===== config.mk =====
export PLATFORM = sky130hd
export DESIGN_NAME = agc_global_regs
export DESIGN_NICKNAME = d
export VERILOG_FILES = /design/src/common/agc_pkg.sv /design/src/hdl/agc_edge_detect.sv /design/src/hdl/agc_outside_trigger.sv /design/src/hdl/agc_global_regs.sv
export SDC_FILE = /design/constraint.sdc
export NUM_CORES = 1
export LEC_CHECK = 0
export BUFFER_PORTS_ARGS = -buffer_cell sky130_fd_sc_hd__buf_2
export CAP_MARGIN = 5
export CORE_ASPECT_RATIO = 0.7
export CORE_UTILIZATION = 50
export DETAILED_ROUTE_END_ITERATION = 10
export PLACE_DENSITY = 0.74
export SETUP_SLACK_MARGIN = 0.4
export SYNTH_ARGS = -nofsm -noshare
export SYNTH_HDL_FRONTEND = slang
export SYNTH_SLANG_ARGS = --single-unit

===== constraint.sdc =====
create_clock -name clock -period 4.95 [get_ports clock]
set_input_delay 1.2375 -clock clock [delete_from_list [all_inputs] [get_ports clock]]
set_output_delay 1.2375 -clock clock [all_outputs]
set_load 0.02 [all_outputs]

===== src/common/agc_pkg.sv =====
/*
 * Constants for the module-wide control registers of a six-channel
 * acquisition card: register offsets, field positions, reset values and
 * trigger source codes.
 * Assumes a 16-bit host register port clocked with the card's logic.
 */
`default_nettype none

package agc_pkg;

    localparam int ADDR_W = 8;
    localparam int DATA_W = 16;
    localparam int NUM_CHAN = 6;
    localparam int LEVEL_W = 12;

    localparam logic [7:0] OFS_FAIL_IRQ  = 8'h00;
    localparam logic [7:0] OFS_TRIG_ARM  = 8'h02;
    localparam logic [7:0] OFS_RESERVED  = 8'h04;
    localparam logic [7:0] OFS_THRESHOLD = 8'h06;
    localparam logic [7:0] OFS_CHAN_BASE = 8'h08;
    localparam logic [7:0] OFS_CHAN_STEP = 8'h28;
    localparam logic [7:0] OFS_CHAN_END  = 8'hF8;

    localparam int POS_FAIL_MASK = 14;
    localparam int POS_IRQ_LO    = 0;
    localparam int POS_SRC_LO    = 13;
    localparam int POS_EDGE      = 12;
    localparam int POS_SOFT_LO   = 6;
    localparam int POS_ARM_LO    = 0;

    localparam logic        RST_FAIL_MASK = 1'h0;
    localparam logic [2:0]  RST_IRQ_LEVEL = 3'h0;
    localparam logic [2:0]  RST_SRC       = 3'h0;
    localparam logic        RST_EDGE      = 1'h0;
    localparam logic [5:0]  RST_SOFT      = 6'h00;
    localparam logic [5:0]  RST_ARM       = 6'h00;
    localparam logic [11:0] RST_THRESHOLD = 12'h000;

    localparam logic [2:0] SRC_EXTERNAL = 3'h6;
    localparam logic [2:0] IRQ_NONE     = 3'h0;

    typedef enum logic {
        AGC_EDGE_RISING,
        AGC_EDGE_FALLING
    } agc_edge_type;

endpackage

`default_nettype wire


===== src/hdl/agc_edge_detect.sv =====
/*
 * Per-bit rise and fall detector for a vector of register bits.
 * Assumes the vector is driven by logic on the same clock.
 */
`default_nettype none

module agc_edge_detect #(
    parameter int WIDTH = 6
) (
    // Clock and reset
    input  wire logic             clock,
    input  wire logic             rstn,
    // Watched vector and its edges
    input  wire logic [WIDTH-1:0] level,
    output logic      [WIDTH-1:0] rise,
    output logic      [WIDTH-1:0] fall
);

    logic [WIDTH-1:0] last;
    logic [WIDTH-1:0] next_last;

    // All bits are compared at once, so one write acts on every channel.
    always_comb begin
        next_last = level;
        rise      = level & ~last;
        fall      = last & ~level;
    end

    always_ff @(posedge clock or negedge rstn) begin
        if (!rstn) begin
            last <= '0;
        end else begin
            last <= next_last;
        end
    end

endmodule

`default_nettype wire


===== src/hdl/agc_outside_trigger.sv =====
/*
 * Threshold crossing detector for the outside trigger input.
 * Assumes samples arrive from the card's converter logic on the same
 * clock, each marked by a one-cycle valid strobe.
 */
`default_nettype none

module agc_outside_trigger
    import agc_pkg::*;
#(
    parameter int WIDTH = LEVEL_W
) (
    // Clock and reset
    input  wire logic             clock,
    input  wire logic             rstn,
    // Settings
    input  wire logic [WIDTH-1:0] threshold,
    input  wire logic             falling,
    // Samples and the detected crossing
    input  wire logic             sample_valid,
    input  wire logic [WIDTH-1:0] sample,
    output logic                  crossed
);

    logic above;
    logic next_above;
    logic primed;
    logic next_primed;
    logic now_above;

    always_comb begin
        now_above   = sample >= threshold;
        next_above  = above;
        next_primed = primed;
        crossed     = 1'b0;
        if (sample_valid) begin
            next_above  = now_above;
            next_primed = 1'b1;
            // A first sample after reset has no history and never fires.
            if (primed) begin
                if (falling == AGC_EDGE_FALLING) begin
                    crossed = above && !now_above;
                end else begin
                    crossed = !above && now_above;
                end
            end
        end
    end

    always_ff @(posedge clock or negedge rstn) begin
        if (!rstn) begin
            above  <= 1'b0;
            primed <= 1'b0;
        end else begin
            above  <= next_above;
            primed <= next_primed;
        end
    end

endmodule

`default_nettype wire


===== src/hdl/agc_global_regs.sv =====
/*
 * Module-wide control registers of the six-channel acquisition card:
 * fail-line mask, interrupt request level, fast trigger source, outside
 * trigger edge and threshold, soft trigger and arm bits.
 * Assumes a 16-bit host port on the same clock as the card logic, with a
 * one-cycle strobe per access, and per-channel blocks that answer their
 * own offsets from the decode given here.
 */
`default_nettype none

module agc_global_regs
    import agc_pkg::*;
(
    // Clock and reset
    input  wire logic                clock,
    input  wire logic                rstn,
    // Host register port
    input  wire logic                host_strobe,
    input  wire logic                host_write,
    input  wire logic [ADDR_W-1:0]   host_addr,
    input  wire logic [DATA_W-1:0]   host_wdata,
    output logic      [DATA_W-1:0]   host_rdata,
    output logic                     host_ack,
    // Per-channel register decode
    output logic                     chan_reg_hit,
    output logic      [2:0]          chan_reg_index,
    output logic      [5:0]          chan_reg_offset,
    // System fail line, open drain
    input  wire logic                card_fail,
    output logic                     sysfail_out,
    output logic                     sysfail_oe_n,
    // Interrupt request
    input  wire logic [NUM_CHAN-1:0] chan_irq,
    output logic      [2:0]          irq_request_level,
    // Trigger sources
    input  wire logic [3:0]          slow_chan_trigger,
    input  wire logic                outside_sample_valid,
    input  wire logic [LEVEL_W-1:0]  outside_sample,
    output logic                     fast_channel_trigger,
    // Channel control
    output logic      [NUM_CHAN-1:0] channel_arm_bits,
    output logic      [NUM_CHAN-1:0] channel_force_trigger,
    output logic      [NUM_CHAN-1:0] channel_abort
);

    // Register state.
    logic                fail_line_mask;
    logic [2:0]          irq_priority_level;
    logic [2:0]          fast_channel_trigger_select;
    logic                outside_trigger_edge;
    logic [NUM_CHAN-1:0] soft_trigger_bits;
    logic [NUM_CHAN-1:0] arm_bits;
    logic [LEVEL_W-1:0]  outside_trigger_threshold;

    logic                next_fail_line_mask;
    logic [2:0]          next_irq_priority_level;
    logic [2:0]          next_fast_channel_trigger_select;
    logic                next_outside_trigger_edge;
    logic [NUM_CHAN-1:0] next_soft_trigger_bits;
    logic [NUM_CHAN-1:0] next_arm_bits;
    logic [LEVEL_W-1:0]  next_outside_trigger_threshold;

    // Host answer and decode outputs.
    logic [DATA_W-1:0]   next_host_rdata;
    logic                next_host_ack;
    logic                next_chan_reg_hit;
    logic [2:0]          next_chan_reg_index;
    logic [5:0]          next_chan_reg_offset;

    // Pin and channel outputs.
    logic                next_sysfail_oe_n;
    logic [2:0]          next_irq_request_level;
    logic                next_fast_channel_trigger;
    logic [NUM_CHAN-1:0] next_channel_force_trigger;
    logic [NUM_CHAN-1:0] next_channel_abort;

    // Edge detector results.
    logic [NUM_CHAN-1:0] soft_rise;
    logic [NUM_CHAN-1:0] arm_fall;
    logic                outside_crossed;

    logic                own_hit;
    logic                word_aligned;

    // Maps a byte offset in the per-channel area to its channel and the
    // offset within that channel's block.
    function automatic logic [8:0] chan_decode(input logic [7:0] addr);
        logic [7:0] rest;
        logic [2:0] idx;
        rest = addr - OFS_CHAN_BASE;
        idx  = 3'h0;
        for (int i = 0; i < NUM_CHAN - 1; i++) begin
            if (rest >= OFS_CHAN_STEP) begin
                rest = rest - OFS_CHAN_STEP;
                idx  = idx + 3'h1;
            end
        end
        chan_decode = {idx, rest[5:0]};
    endfunction

    // Host register access.
    always_comb begin
        next_fail_line_mask              = fail_line_mask;
        next_irq_priority_level          = irq_priority_level;
        next_fast_channel_trigger_select = fast_channel_trigger_select;
        next_outside_trigger_edge        = outside_trigger_edge;
        next_soft_trigger_bits           = soft_trigger_bits;
        next_arm_bits                    = arm_bits;
        next_outside_trigger_threshold   = outside_trigger_threshold;
        next_host_rdata                  = host_rdata;
        next_host_ack                    = 1'b0;
        next_chan_reg_hit                = 1'b0;
        next_chan_reg_index              = chan_reg_index;
        next_chan_reg_offset             = chan_reg_offset;
        // Odd byte addresses would be half of a wider transfer; these
        // registers only take whole 16-bit words.
        word_aligned = !host_addr[0];
        own_hit      = host_strobe && word_aligned
                       && (host_addr < OFS_CHAN_BASE);
        if (own_hit) begin
            next_host_ack   = 1'b1;
            next_host_rdata = '0;
            case (host_addr)
                OFS_FAIL_IRQ: begin
                    if (host_write) begin
                        next_fail_line_mask = host_wdata[POS_FAIL_MASK];
                        next_irq_priority_level =
                            host_wdata[POS_IRQ_LO +: 3];
                    end else begin
                        next_host_rdata[POS_FAIL_MASK] = fail_line_mask;
                        next_host_rdata[POS_IRQ_LO +: 3] =
                            irq_priority_level;
                    end
                end
                OFS_TRIG_ARM: begin
                    if (host_write) begin
                        next_fast_channel_trigger_select =
                            host_wdata[POS_SRC_LO +: 3];
                        next_outside_trigger_edge =
                            host_wdata[POS_EDGE];
                        next_soft_trigger_bits =
                            host_wdata[POS_SOFT_LO +: NUM_CHAN];
                        next_arm_bits =
                            host_wdata[POS_ARM_LO +: NUM_CHAN];
                    end else begin
                        next_host_rdata[POS_SRC_LO +: 3] =
                            fast_channel_trigger_select;
                        next_host_rdata[POS_EDGE] = outside_trigger_edge;
                        next_host_rdata[POS_SOFT_LO +: NUM_CHAN] =
                            soft_trigger_bits;
                        next_host_rdata[POS_ARM_LO +: NUM_CHAN] = arm_bits;
                    end
                end
                OFS_THRESHOLD: begin
                    if (host_write) begin
                        next_outside_trigger_threshold =
                            host_wdata[LEVEL_W-1:0];
                    end else begin
                        next_host_rdata[LEVEL_W-1:0] =
                            outside_trigger_threshold;
                    end
                end
                default: begin
                    // The reserved word reads zero and drops writes.
                    next_host_rdata = '0;
                end
            endcase
        end
        // Per-channel blocks share one layout, so only channel and
        // in-block offset are passed on.
        if (host_strobe && word_aligned && host_addr >= OFS_CHAN_BASE
                && host_addr < OFS_CHAN_END) begin
            next_chan_reg_hit = 1'b1;
            {next_chan_reg_index, next_chan_reg_offset} =
                chan_decode(host_addr);
        end
    end

    always_ff @(posedge clock or negedge rstn) begin
        if (!rstn) begin
            fail_line_mask              <= RST_FAIL_MASK;
            irq_priority_level          <= RST_IRQ_LEVEL;
            fast_channel_trigger_select <= RST_SRC;
            outside_trigger_edge        <= RST_EDGE;
            soft_trigger_bits           <= RST_SOFT;
            arm_bits                    <= RST_ARM;
            outside_trigger_threshold   <= RST_THRESHOLD;
            host_rdata                  <= '0;
            host_ack                    <= 1'b0;
            chan_reg_hit                <= 1'b0;
            chan_reg_index              <= 3'h0;
            chan_reg_offset             <= 6'h00;
        end else begin
            fail_line_mask              <= next_fail_line_mask;
            irq_priority_level          <= next_irq_priority_level;
            fast_channel_trigger_select <= next_fast_channel_trigger_select;
            outside_trigger_edge        <= next_outside_trigger_edge;
            soft_trigger_bits           <= next_soft_trigger_bits;
            arm_bits                    <= next_arm_bits;
            outside_trigger_threshold   <= next_outside_trigger_threshold;
            host_rdata                  <= next_host_rdata;
            host_ack                    <= next_host_ack;
            chan_reg_hit                <= next_chan_reg_hit;
            chan_reg_index              <= next_chan_reg_index;
            chan_reg_offset             <= next_chan_reg_offset;
        end
    end

    agc_edge_detect #(
        .WIDTH (NUM_CHAN)
    ) u_soft_edges (
        .clock (clock),
        .rstn  (rstn),
        .level (soft_trigger_bits),
        .rise  (soft_rise),
        .fall  ()
    );

    agc_edge_detect #(
        .WIDTH (NUM_CHAN)
    ) u_arm_edges (
        .clock (clock),
        .rstn  (rstn),
        .level (arm_bits),
        .rise  (),
        .fall  (arm_fall)
    );

    agc_outside_trigger #(
        .WIDTH (LEVEL_W)
    ) u_outside (
        .clock        (clock),
        .rstn         (rstn),
        .threshold    (outside_trigger_threshold),
        .falling      (outside_trigger_edge),
        .sample_valid (outside_sample_valid),
        .sample       (outside_sample),
        .crossed      (outside_crossed)
    );

    // Triggers, aborts, fail line and interrupt level.
    always_comb begin
        // A held bit gives no second rise, so software must clear it
        // before another forced trigger is possible.
        next_channel_force_trigger = soft_rise & arm_bits;
        next_channel_abort         = arm_fall;
        case (fast_channel_trigger_select)
            3'h0, 3'h1, 3'h2, 3'h3: begin
                next_fast_channel_trigger =
                    slow_chan_trigger[fast_channel_trigger_select[1:0]];
            end
            SRC_EXTERNAL: begin
                next_fast_channel_trigger = outside_crossed;
            end
            default: begin
                // Invalid codes select nothing rather than a guess.
                next_fast_channel_trigger = 1'b0;
            end
        endcase
        next_sysfail_oe_n = !(card_fail && !fail_line_mask);
        if (irq_priority_level != IRQ_NONE && |chan_irq) begin
            next_irq_request_level = irq_priority_level;
        end else begin
            next_irq_request_level = IRQ_NONE;
        end
    end

    // The fast trigger output feeds channels 4 and 5 only; slow channels
    // take their own triggers and never see this source.
    always_ff @(posedge clock or negedge rstn) begin
        if (!rstn) begin
            channel_force_trigger <= '0;
            channel_abort         <= '0;
            fast_channel_trigger  <= 1'b0;
            sysfail_oe_n          <= 1'b1;
            irq_request_level     <= IRQ_NONE;
            channel_arm_bits      <= RST_ARM;
            sysfail_out           <= 1'b0;
        end else begin
            channel_force_trigger <= next_channel_force_trigger;
            channel_abort         <= next_channel_abort;
            fast_channel_trigger  <= next_fast_channel_trigger;
            sysfail_oe_n          <= next_sysfail_oe_n;
            irq_request_level     <= next_irq_request_level;
            channel_arm_bits      <= arm_bits;
            sysfail_out           <= 1'b0;
        end
    end

endmodule

`default_nettype wire


==> summary.txt, run 1 <==
Outcome
  • Status: complete, but fails checks
  • Failing checks: setup timing

Clocking
  • # hold bufs at CTS: 0
  • Sink Count: 90
  • Longest Clk Path Bufs: 2
  • CTS tree: yes
  • Num CTS Buffers: 9
  • Clk Tree Root Cell: clkbuf_16
  • H-Tree Depth: 3
  • Reg clk slew, reported paths: 0.07 ns
  • Worst skew pair latency: 0.34 ns

Route
  • Via density: 5.60
  • Antenna Violating Nets Remaining: 0
  • DRC viols: 0
  • Drt wl/cell: 17.0 um
  • DRT Wirelength: 12900 um
  • TritonRoute pass-1 iters: 6
  • Starting DRT DRC Count: 249
  • Vias: 4265

Final layout
  • Final instance area: 6760 um2
  • # nets final: 707
  • Diodes inserted: 0
  • Share of cells above drive strength 1: 47.4%
  • P&R area growth vs syn: 36.8%
  • Util after Layout: 72.5%

Power and ir drop
  • Leakage dissipation: 3.49 nW
  • PD cells: 350 nW/um2
  • Worst VDD drop: 0.203 mV
  • Tot Pwr: 2.36 mW

GRT
  • Vias in the first global route: 4240
  • Initial antenna violation count: 0
  • First-pass GRT wire length: 21300 um
  • GR Util All Layers: 26.9%
  • Grt total ovfl: 0
  • Largest net degree at the start of global routing: 91

Synthesis
  • Xor/xnor share of the synthesized area: 2.10%
  • Post-Synth Adder-Cell Area: 5.83%
  • Share of flip-flops with an asynchronous set or reset: 100%
  • Sequential share of the synthesized area: 45.6%
  • #FFs+latches synth: 90
  • Multiplexer share of the synthesized area: 9.53%
  • Syn_area_per_cell: 11.2 um2
  • Yosys warnings: 0
  • Complex-gate fraction of the synthesized area: 17.0%
  • Synth cell types: 86
  • Synthesized area: 4940 um2
  • EDFF count, synth: 0
  • Simple-gate share of the synthesized area: 15.3%
  • Largest family of logic cells by synthesized area: compound AO/OA/AOI/OAI gates
  • Primary FF master, synth: dfrtp_1
  • Syn_nets: 516
  • Syn Inst Count: 441

Worst setup path
  • CP required: 5.20 ns
  • Critical-path maximum fanout: 7
  • Crit path DAT: 5.68 ns
  • Crit path max-delay family: compound AO/OA/AOI/OAI gates
  • Crit path kind: in2reg
  • CP bufs+invs: 6
  • CP endpoint kind: flop
  • Critical Path Stages: 27
  • Top cell by count, worst path: ha_4
  • Reg2Reg Depth: 13
  • Critical-path top delay cell: nor4b_4
  • CP startpoint kind: input pin
  • CP max stage delay: 0.36 ns

Run
  • Max Cap Viol: 0

STA
  • Setup Viol. Count Final: 6
  • RSZ-0062 raised after global routing: yes
  • Final Hold Fails: 0
  • Headroom to the max-slew limit: 27.4%
  • Post-route clock period utilization: 110%
  • Fin. max-slew vios: 0
  • Final Critical Period: 5.43 ns
  • Post-route worst setup slack: -0.478 ns
  • Worst Skew: 0.00784 ns
  • Worst slew pin tran: 1.09 ns
  • Fmax: 0.184 GHz

Worst hold path
  • Worst hold-check path type: reg2reg
  • Worst hold path depth: 1

Placed design
  • Place WS: -0.943 ns
  • RePlAce Congestion: 0.874
  • Post-place instance area: 6270 um2
  • PortBufs: 101
  • Hpwl dp: 9840 um

Floorplanning
  • Std cell rows: 29
  • IO Count: 103
  • Vert. Die Dim: 85.1 um
  • Die area: 10300 um2
  • Die W: 121 um
  • Initial core utilization: 52.9%
  • Core area: 9330 um2
[flip-flops by register name (all words and copies together) (netlist names), 3 cells and up]
signal / flops
arm_bits: 6
chan_reg_index: 3
chan_reg_offset: 6
channel_abort: 6
channel_force_trigger: 6
fast_channel_trigger_select: 3
host_rdata: 16
irq_priority_level: 3
irq_request_level: 3
outside_trigger_threshold: 12
soft_trigger_bits: 6
u_arm_edges.last: 6
u_soft_edges.last: 6
[synth_stat cells (all sizes together) (5+ instances only)]
master	n	area [um2]
nor4	5	46.3
clkbuf	11	41.3
ha	23	288
inv	36	135
nand3	10	55.1
dfrtp	89	2230
xor2	5	51.3
a21o	11	82.6
nor2b	9	56.3
a222oi	9	90.1
nand2	27	101
mux2i	5	53.8
xnor2	6	52.6
o31ai	6	55.1
and2	6	38.8
a211oi	6	50.1
mux2	35	394
nand4	6	37.5
nor3	7	50.1
and3b	5	43.8
o21ai	7	46.3
a21oi	13	65.1
and3	9	56.3
nor2	17	63.8
buf	6	43.8
[power breakdown]
group          internal (mW)  switching [mW]  leakage [nW]  total, mW
registers              0.769          0.0222          1.23      0.791
logic                  0.443           0.446          2.12      0.888
clock network          0.395           0.289         0.143      0.684
total                   1.61           0.757          3.49       2.36
[path summary, 6_finish.rpt]
path                            slack [ns]                         start                        to
worst max-delay path                 -0.48                  host_addr[3]         chan_reg_index[2]
worst max register to register        2.07  outside_trigger_threshold[0]           u_outside.above
max in group asynchronous             3.15                          rstn             host_rdata[7]
worst min register to register        0.39          u_soft_edges.last[5]  channel_force_trigger[5]
worst min-delay path                  0.39          u_soft_edges.last[5]  channel_force_trigger[5]
min in group asynchronous             1.09                          rstn       u_arm_edges.last[1]
[cell usage in the layout (no fill, tap or decap), drive strengths merged, types with 6 or more instances in the layout]
cell / count
nand3: 10
nand4: 6
a222oi: 9
xnor2: 6
and2: 6
a21oi: 13
o31ai: 6
a21o: 11
a211oi: 6
o21ai: 7
mux2: 35
nand2: 27
nor3: 7
nor2: 17
clkbuf: 9
and3: 9
buf: 197
nor2b: 9
dfrtp: 89
inv: 38
ha: 23
[cells by family (layout without fill, tap and decap cells)]
group	Yosys count	after routing
flops	90	90
buf+inv	53	249
fa+ha+maj	23	23
compound gates	96	96
other cells	1	1
mux	41	41
simple gates	126	126
xor+xnor	11	11
[per-layer routing]
metal	part of all wire, %	wire (um)	GRT usage (%)	up-vias
met4	1.2	156	5.84	0
met5	0	0	0	-
li1	-	-	-	2013
met2	47	6050	44.5	161
met1	46	5910	36.7	2077
met3	6.1	785	5.44	14
[repair_timing]
item                       CTS  global route
cloned                       0             0
buffers inserted            14             2
hold endpoints to repair     0             0
pin swaps                   22             2
setup endpoints to repair    6             6
gates resized for setup     10             3
[cell type report]
cell class              instances  area (um2)
fillers                       660        2570
clock buffers                   9         225
flip-flops and latches         90        2250
multi-input cells             298        2660
clock inverters                 7        76.3
inverters                      36         141
well taps                     124         155
repair buffers                197        1240
[metrics by stage]
step | std cells | TNS [ns] | hold slack, ns
after floorplan | 441 | -4.58 | 0.377
after global placement | 729 | -4.07 | 0.383
after detailed placement | 729 | -5.28 | 0.386
after CTS | 759 | -2.41 | 0.395
after global routing | 761 | -3.89 | 0.417
final | 761 | -2.48 | 0.395
(Power assumes the default switching activity.)
==> run 2, diff against run 1 <==
Settings changed: CTS_CLUSTER_SIZE set to 40, MAX_ROUTING_LAYER set to met4.
==> run 2 against run 1 <==
The flow still finishes with violations (setup timing). Combinational power is 1% lower. Cell area is 0.89% lower. Sequential power is essentially flat. Die area is the same. Fmax is 3.7% lower. Critical endpoint unchanged. Largest cell class unchanged. Non-clock buffer count fell by 3. Core utilization is 0.64 points lower. Largest power group unchanged. Setup slack lost 0.21 ns. Hold slack better by 0.0034 ns. Clock power decreased by 1%.
==> summary.txt, run 2 (synthesis results as in run 1) <==
Outcome
  • Status: complete, but fails checks
  • Failing checks: setup timing

Route
  • Vias: 4262
  • TritonRoute pass-1 iters: 5
  • Drt wl/cell: 17.1 um
  • DRT Wirelength: 12900 um
  • Antenna Violating Nets Remaining: 0
  • Starting DRT DRC Count: 238
  • Via density: 5.63
  • DRC viols: 0

Floorplanning
  • IO Count: 103
  • Die W: 121 um
  • Std cell rows: 29
  • Initial core utilization: 52.9%
  • Die area: 10300 um2
  • Vert. Die Dim: 85.1 um
  • Core area: 9330 um2

Worst setup path
  • CP max stage delay: 0.44 ns
  • CP startpoint kind: input pin
  • Crit path kind: in2reg
  • Critical-path top delay cell: a2111oi_4
  • Crit path DAT: 5.89 ns
  • Reg-to-Reg Start: outside_trigger_threshold[0]
  • CP required: 5.20 ns
  • Reg2Reg Setup Slack: 2.08 ns
  • CP endpoint kind: flop
  • Top cell by count, worst path: buf_4
  • Worst reg2reg endpoint: u_outside.above
  • Critical-path maximum fanout: 7
  • Reg2Reg Depth: 13

Final layout
  • Multi-input gate area: 2630 um2
  • Register area: 2250 um2
  • Largest reg by FF count: host_rdata
  • Commonest non-fill, non-tap cells in the layout: buf_2 (99), buf_4 (92), dfrtp_1 (89), mux2_2 (35), inv_1 (32)
  • Final cell count without fillers: 757
  • Share of cells above drive strength 1: 46.8%
  • Commonest non-fill, non-tap cell in the layout: buf_2
  • Fill cells: 675
  • Diodes inserted: 0
  • # nets final: 704
  • P&R area growth vs syn: 35.6%
  • Regs by FF count: host_rdata (16), outside_trigger_threshold (12)
  • Max reg flops: 16

Worst hold path
  • Worst hold path depth: 1
  • Worst hold start: u_soft_edges.last[5]
  • Worst hold-check path type: reg2reg
  • Hold Path Sink: channel_force_trigger[5]

STA
  • Fmax: 0.177 GHz
  • Fin. max-slew vios: 0
  • Final Hold Fails: 0
  • RSZ-0062 raised after global routing: yes
  • Post-route clock period utilization: 114%
  • Hold WS: 0.398 ns
  • Final Critical Period: 5.64 ns
  • Post-route worst setup slack: -0.685 ns
  • Worst slew pin tran: 0.666 ns
  • Headroom to the max-slew limit: 55.6%
  • Worst Skew: 0.00396 ns
  • Setup Viol. Count Final: 6

Clocking
  • CTS tree: yes
  • Sink Count: 90
  • Longest Clk Path Bufs: 2
  • Clk Tree Root Cell: clkbuf_16
  • H-Tree Depth: 3
  • Reg clk slew, reported paths: 0.07 ns
  • Worst skew pair latency: 0.34 ns
  • Num CTS Buffers: 9

Power and ir drop
  • Int Pwr: 1.59 mW
  • Tot Pwr: 2.34 mW
  • PD cells: 349 nW/um2
  • Combinational Power Share: 37.4%
  • Clock power frac: 28.9%
  • Register share of total power: 33.7%
  • Worst VDD drop: 0.218 mV
  • Leakage dissipation: 3.47 nW
  • P_sw: 0.752 mW
  • Sw frac: 32.1%

GRT
  • Largest net degree at the start of global routing: 53
  • Layer carrying the most global-route usage: met2
  • Grt total ovfl: 0
  • Initial antenna violation count: 0
  • GR Util All Layers: 27.1%
  • Vias in the first global route: 4184
  • Met2 Usage GRT: 41.5%
  • Met3 Use GR: 6.32%
  • First-pass GRT wire length: 21000 um
  • Met1 Use GR: 37.3%

Run
  • Max Cap Viol: 0

Placed design
  • Cells after DPL: 727
  • PortBufs: 101
  • Hpwl dp: 9700 um
  • RePlAce Congestion: 0.930
## run 2: metrics by stage
stage	cell area (um2)	setup TNS, ns	worst slack (ns)	utilization (%)
CTS	6620	-2.50	-0.469	71.0
global route	6700	-5.05	-0.889	71.8
global placement	6250	-4.39	-0.782	67.1
finish	6700	-3.74	-0.685	71.8
floorplan	5090	-4.58	-0.825	-
detailed placement	6250	-5.60	-0.972	67.1
## run 2: how the worst max path moves through the flow
stage / startpoint / endpoint / depth (start not counted)
6_report: host_addr[3] / chan_reg_index[2] / 28
5_1_grt: host_addr[3] / chan_reg_index[2] / 28
4_1_cts: host_addr[3] / chan_reg_index[2] / 27
3_5_place_dp: host_addr[3] / chan_reg_index[2] / 26
3_3_place_gp: host_addr[3] / chan_reg_index[2] / 26
2_1_floorplan: host_addr[3] / chan_reg_index[2] / 26
## run 2: power groups by stage
stage	sequential [mW]	combinational, mW	clock [mW]
final	0.789	0.875	0.676
after global routing	0.793	0.946	0.710
after CTS	0.790	0.834	0.675
after detailed placement	0.803	0.800	0
after global placement	0.801	0.770	0
after floorplan	0.834	0.455	0
## run 2: cell type report
class	instances	share of cell area, %
clock inverter	6	1.01
clock buffer	9	3.36
multi-input combinational	298	39.3
tap	124	2.32
sequential	90	33.7
inverter	36	2.11
timing repair buffer	194	18.3
## run 2: per-layer routing
| metal | wire length (um) | share of wire [%] | vias up |
|---|---|---|---|
| met5 | 0 | 0 | - |
| met4 | 100 | 0.77 | 0 |
| met3 | 690 | 5.3 | 9 |
| met2 | 5980 | 46 | 133 |
| li1 | - | - | 2004 |
| met1 | 6180 | 48 | 2116 |
## run 2: critical path, delay by kind of cell
family,cells,cell delay [ns]
simple gates,4,0.74
buf+inv,9,1.04
compound gates,9,1.82
mux,1,0.12
xor+xnor,2,0.39
fa+ha+maj,3,0.54
## run 2: repair_timing
item                                    4_1_cts  5_1_grt
endpoints found under the setup margin        6        6
pin swaps                                    22        9
buffers inserted                              7        8
endpoints found under the hold margin         0        0
hold buffers                                  0        0
gates resized for setup                       5        5
gates cloned                                  0        0
==> run 3, diff against run 2 <==
Settings changed: RECOVER_POWER set to 50, SLEW_MARGIN set to 20.
==> run 3 against run 2 <==
The flow finishes with violations (capacitance limit, slew limit, setup timing). Sequential share of layout area hardly changed. Hold slack worse by 0.00075 ns. Die area stayed put. Non-clock buffer count stayed put. Total power is 0.32% lower. Critical endpoint unchanged. Cell area is 0.13% lower. Core utilization is 0.094 points lower. Fmax is 0.11% lower. Wire length is 0.29% lower. Critical path depth is 3 lower. Clock power is 0.9% lower. Setup slack worse by 0.0064 ns.
==> summary.txt, run 3 (synthesis results as in run 1) <==
STA
  • Worst Skew: 0.00282 ns
  • Headroom to the max-slew limit: -87.0%
  • Fmax: 0.177 GHz
  • Final Critical Period: 5.64 ns
  • Post-Route Setup TNS: -3.77 ns
  • Fin. max-slew vios: 53
  • Post-route clock period utilization: 114%
  • Post-route worst setup slack: -0.691 ns
  • Setup Viol. Count Final: 6
  • Worst slew pin tran: 2.81 ns
  • RSZ-0062 raised after global routing: yes
  • Final Hold Fails: 0

Worst hold path
  • Worst hold-check path type: reg2reg
  • Worst hold path depth: 1

Floorplanning
  • Std cell rows: 29
  • IO Count: 103
  • Core area: 9330 um2
  • Initial core utilization: 52.9%
  • Die W: 121 um
  • Die area: 10300 um2
  • Vert. Die Dim: 85.1 um

GRT
  • First-pass GRT wire length: 21000 um
  • GR Util All Layers: 27.1%
  • Initial antenna violation count: 0
  • Largest net degree at the start of global routing: 53
  • Vias in the first global route: 4184
  • Grt total ovfl: 0

Final layout
  • Share of cells above drive strength 1: 46.3%
  • Commonest non-fill, non-tap cells in the layout: buf_2 (97), buf_4 (90), dfrtp_1 (89), mux2_2 (35), inv_1 (32)
  • P&R area growth vs syn: 35.5%
  • Max reg flops: 16
  • Commonest non-fill, non-tap cell in the layout: buf_2
  • Regs by FF count: host_rdata (16), outside_trigger_threshold (12)
  • # nets final: 704
  • Diodes inserted: 0
  • Util after Layout: 71.7%
  • Largest reg by FF count: host_rdata

Outcome
  • Failing checks: capacitance limit, slew limit, setup timing
  • Status: complete, but fails checks

Worst setup path
  • Critical-path maximum fanout: 7
  • CP endpoint kind: flop
  • Crit path DAT: 5.89 ns
  • Crit path kind: in2reg
  • CP required: 5.20 ns
  • CP startpoint kind: input pin
  • Critical-path top delay cell: a2111oi_4
  • CP max stage delay: 0.45 ns
  • Reg2Reg Depth: 13

Power and ir drop
  • Leakage dissipation: 3.45 nW
  • Int Pwr: 1.59 mW
  • Clock power frac: 28.7%
  • PD cells: 349 nW/um2
  • Sw frac: 32.0%
  • Tot Pwr: 2.33 mW
  • Combinational Power Share: 37.4%
  • Register share of total power: 33.9%
  • Worst VDD drop: 0.215 mV
  • P_sw: 0.746 mW

Route
  • Via density: 5.59
  • Starting DRT DRC Count: 238
  • DRC viols: 0
  • DRT Wirelength: 12900 um
  • Vias: 4233
  • TritonRoute pass-1 iters: 5
  • Drt wl/cell: 17.1 um
  • Antenna Violating Nets Remaining: 0

Clocking
  • Longest Clk Path Bufs: 2
  • CTS tree: yes
  • Sink Count: 90
  • # hold bufs at CTS: 0
  • Clk Tree Root Cell: clkbuf_16
  • Num CTS Buffers: 9
  • Worst skew pair latency: 0.34 ns
  • Reg clk slew, reported paths: 0.06 ns
  • H-Tree Depth: 3

Placed design
  • Hpwl dp: 9700 um
  • PortBufs: 101
  • RePlAce Congestion: 0.930

Run
  • Max Cap Viol: 1
-- run 3: layout make-up --
| class | count | area (um2) |
|---|---|---|
| Clock buffer | 9 | 225 |
| Clock inverter | 6 | 67.6 |
| Fill cell | 677 | 2640 |
| Inverter | 36 | 141 |
| Multi-Input combinational cell | 298 | 2630 |
| Sequential cell | 90 | 2250 |
| Tap cell | 124 | 155 |
| Timing Repair Buffer | 194 | 1210 |
-- run 3: what timing repair did --
item	CTS	global route
hold endpoints to repair	0	0
setup buffers	7	8
gates resized for setup	5	5
pin swaps	22	9
endpoints found under the setup margin	6	6
gates cloned	0	0
-- run 3: path summary, 6_finish.rpt --
kind                                         startpoint                  endpoint  slack, ns
setup reg to reg           outside_trigger_threshold[0]           u_outside.above       2.08
max in group asynchronous                          rstn         chan_reg_index[1]       1.10
hold / removal                     u_soft_edges.last[5]  channel_force_trigger[5]       0.40
setup / recovery                           host_addr[3]         chan_reg_index[2]      -0.69
min in group asynchronous                          rstn          channel_abort[3]       1.78
hold reg to reg                    u_soft_edges.last[5]  channel_force_trigger[5]       0.40
-- run 3: routing by layer --
layer	GRT usage, %	share of wire, %	up-vias
li1	-	-	2006
met3	6.32	5.9	13
met5	-	0	-
met4	4.15	1.1	0
met2	41.5	46	139
met1	37.3	47	2075
-- run 3: power by group through the flow --
stage | combinational (mW) | clock, mW | sequential, mW
final | 0.873 | 0.670 | 0.790
after global routing | 0.945 | 0.710 | 0.794
after CTS | 0.834 | 0.675 | 0.790
after detailed placement | 0.800 | 0 | 0.803
after global placement | 0.770 | 0 | 0.801
after floorplan | 0.455 | 0 | 0.834
-- run 3: critical path, delay by kind of cell --
family                   cells  cell delay, ns
buffers and inverters        6            0.56
adder cells (fa/ha/maj)      3            0.55
AO/OA/AOI/OAI                8            1.86
AND/OR/NAND/NOR              7            1.41
XOR/XNOR                     1            0.27
-- run 3: through the flow --
| step | worst slack, ns | hold slack, ns | std cells | area [um2] |
|---|---|---|---|---|
| finish | -0.691 | 0.397 | 757 | 6690 |
| global route | -0.889 | 0.422 | 757 | 6690 |
| CTS | -0.469 | 0.399 | 749 | 6620 |
| detailed placement | -0.972 | 0.387 | 727 | 6250 |
| global placement | -0.782 | 0.382 | 727 | 6250 |
| floorplan | -0.825 | 0.377 | 441 | 5090 |
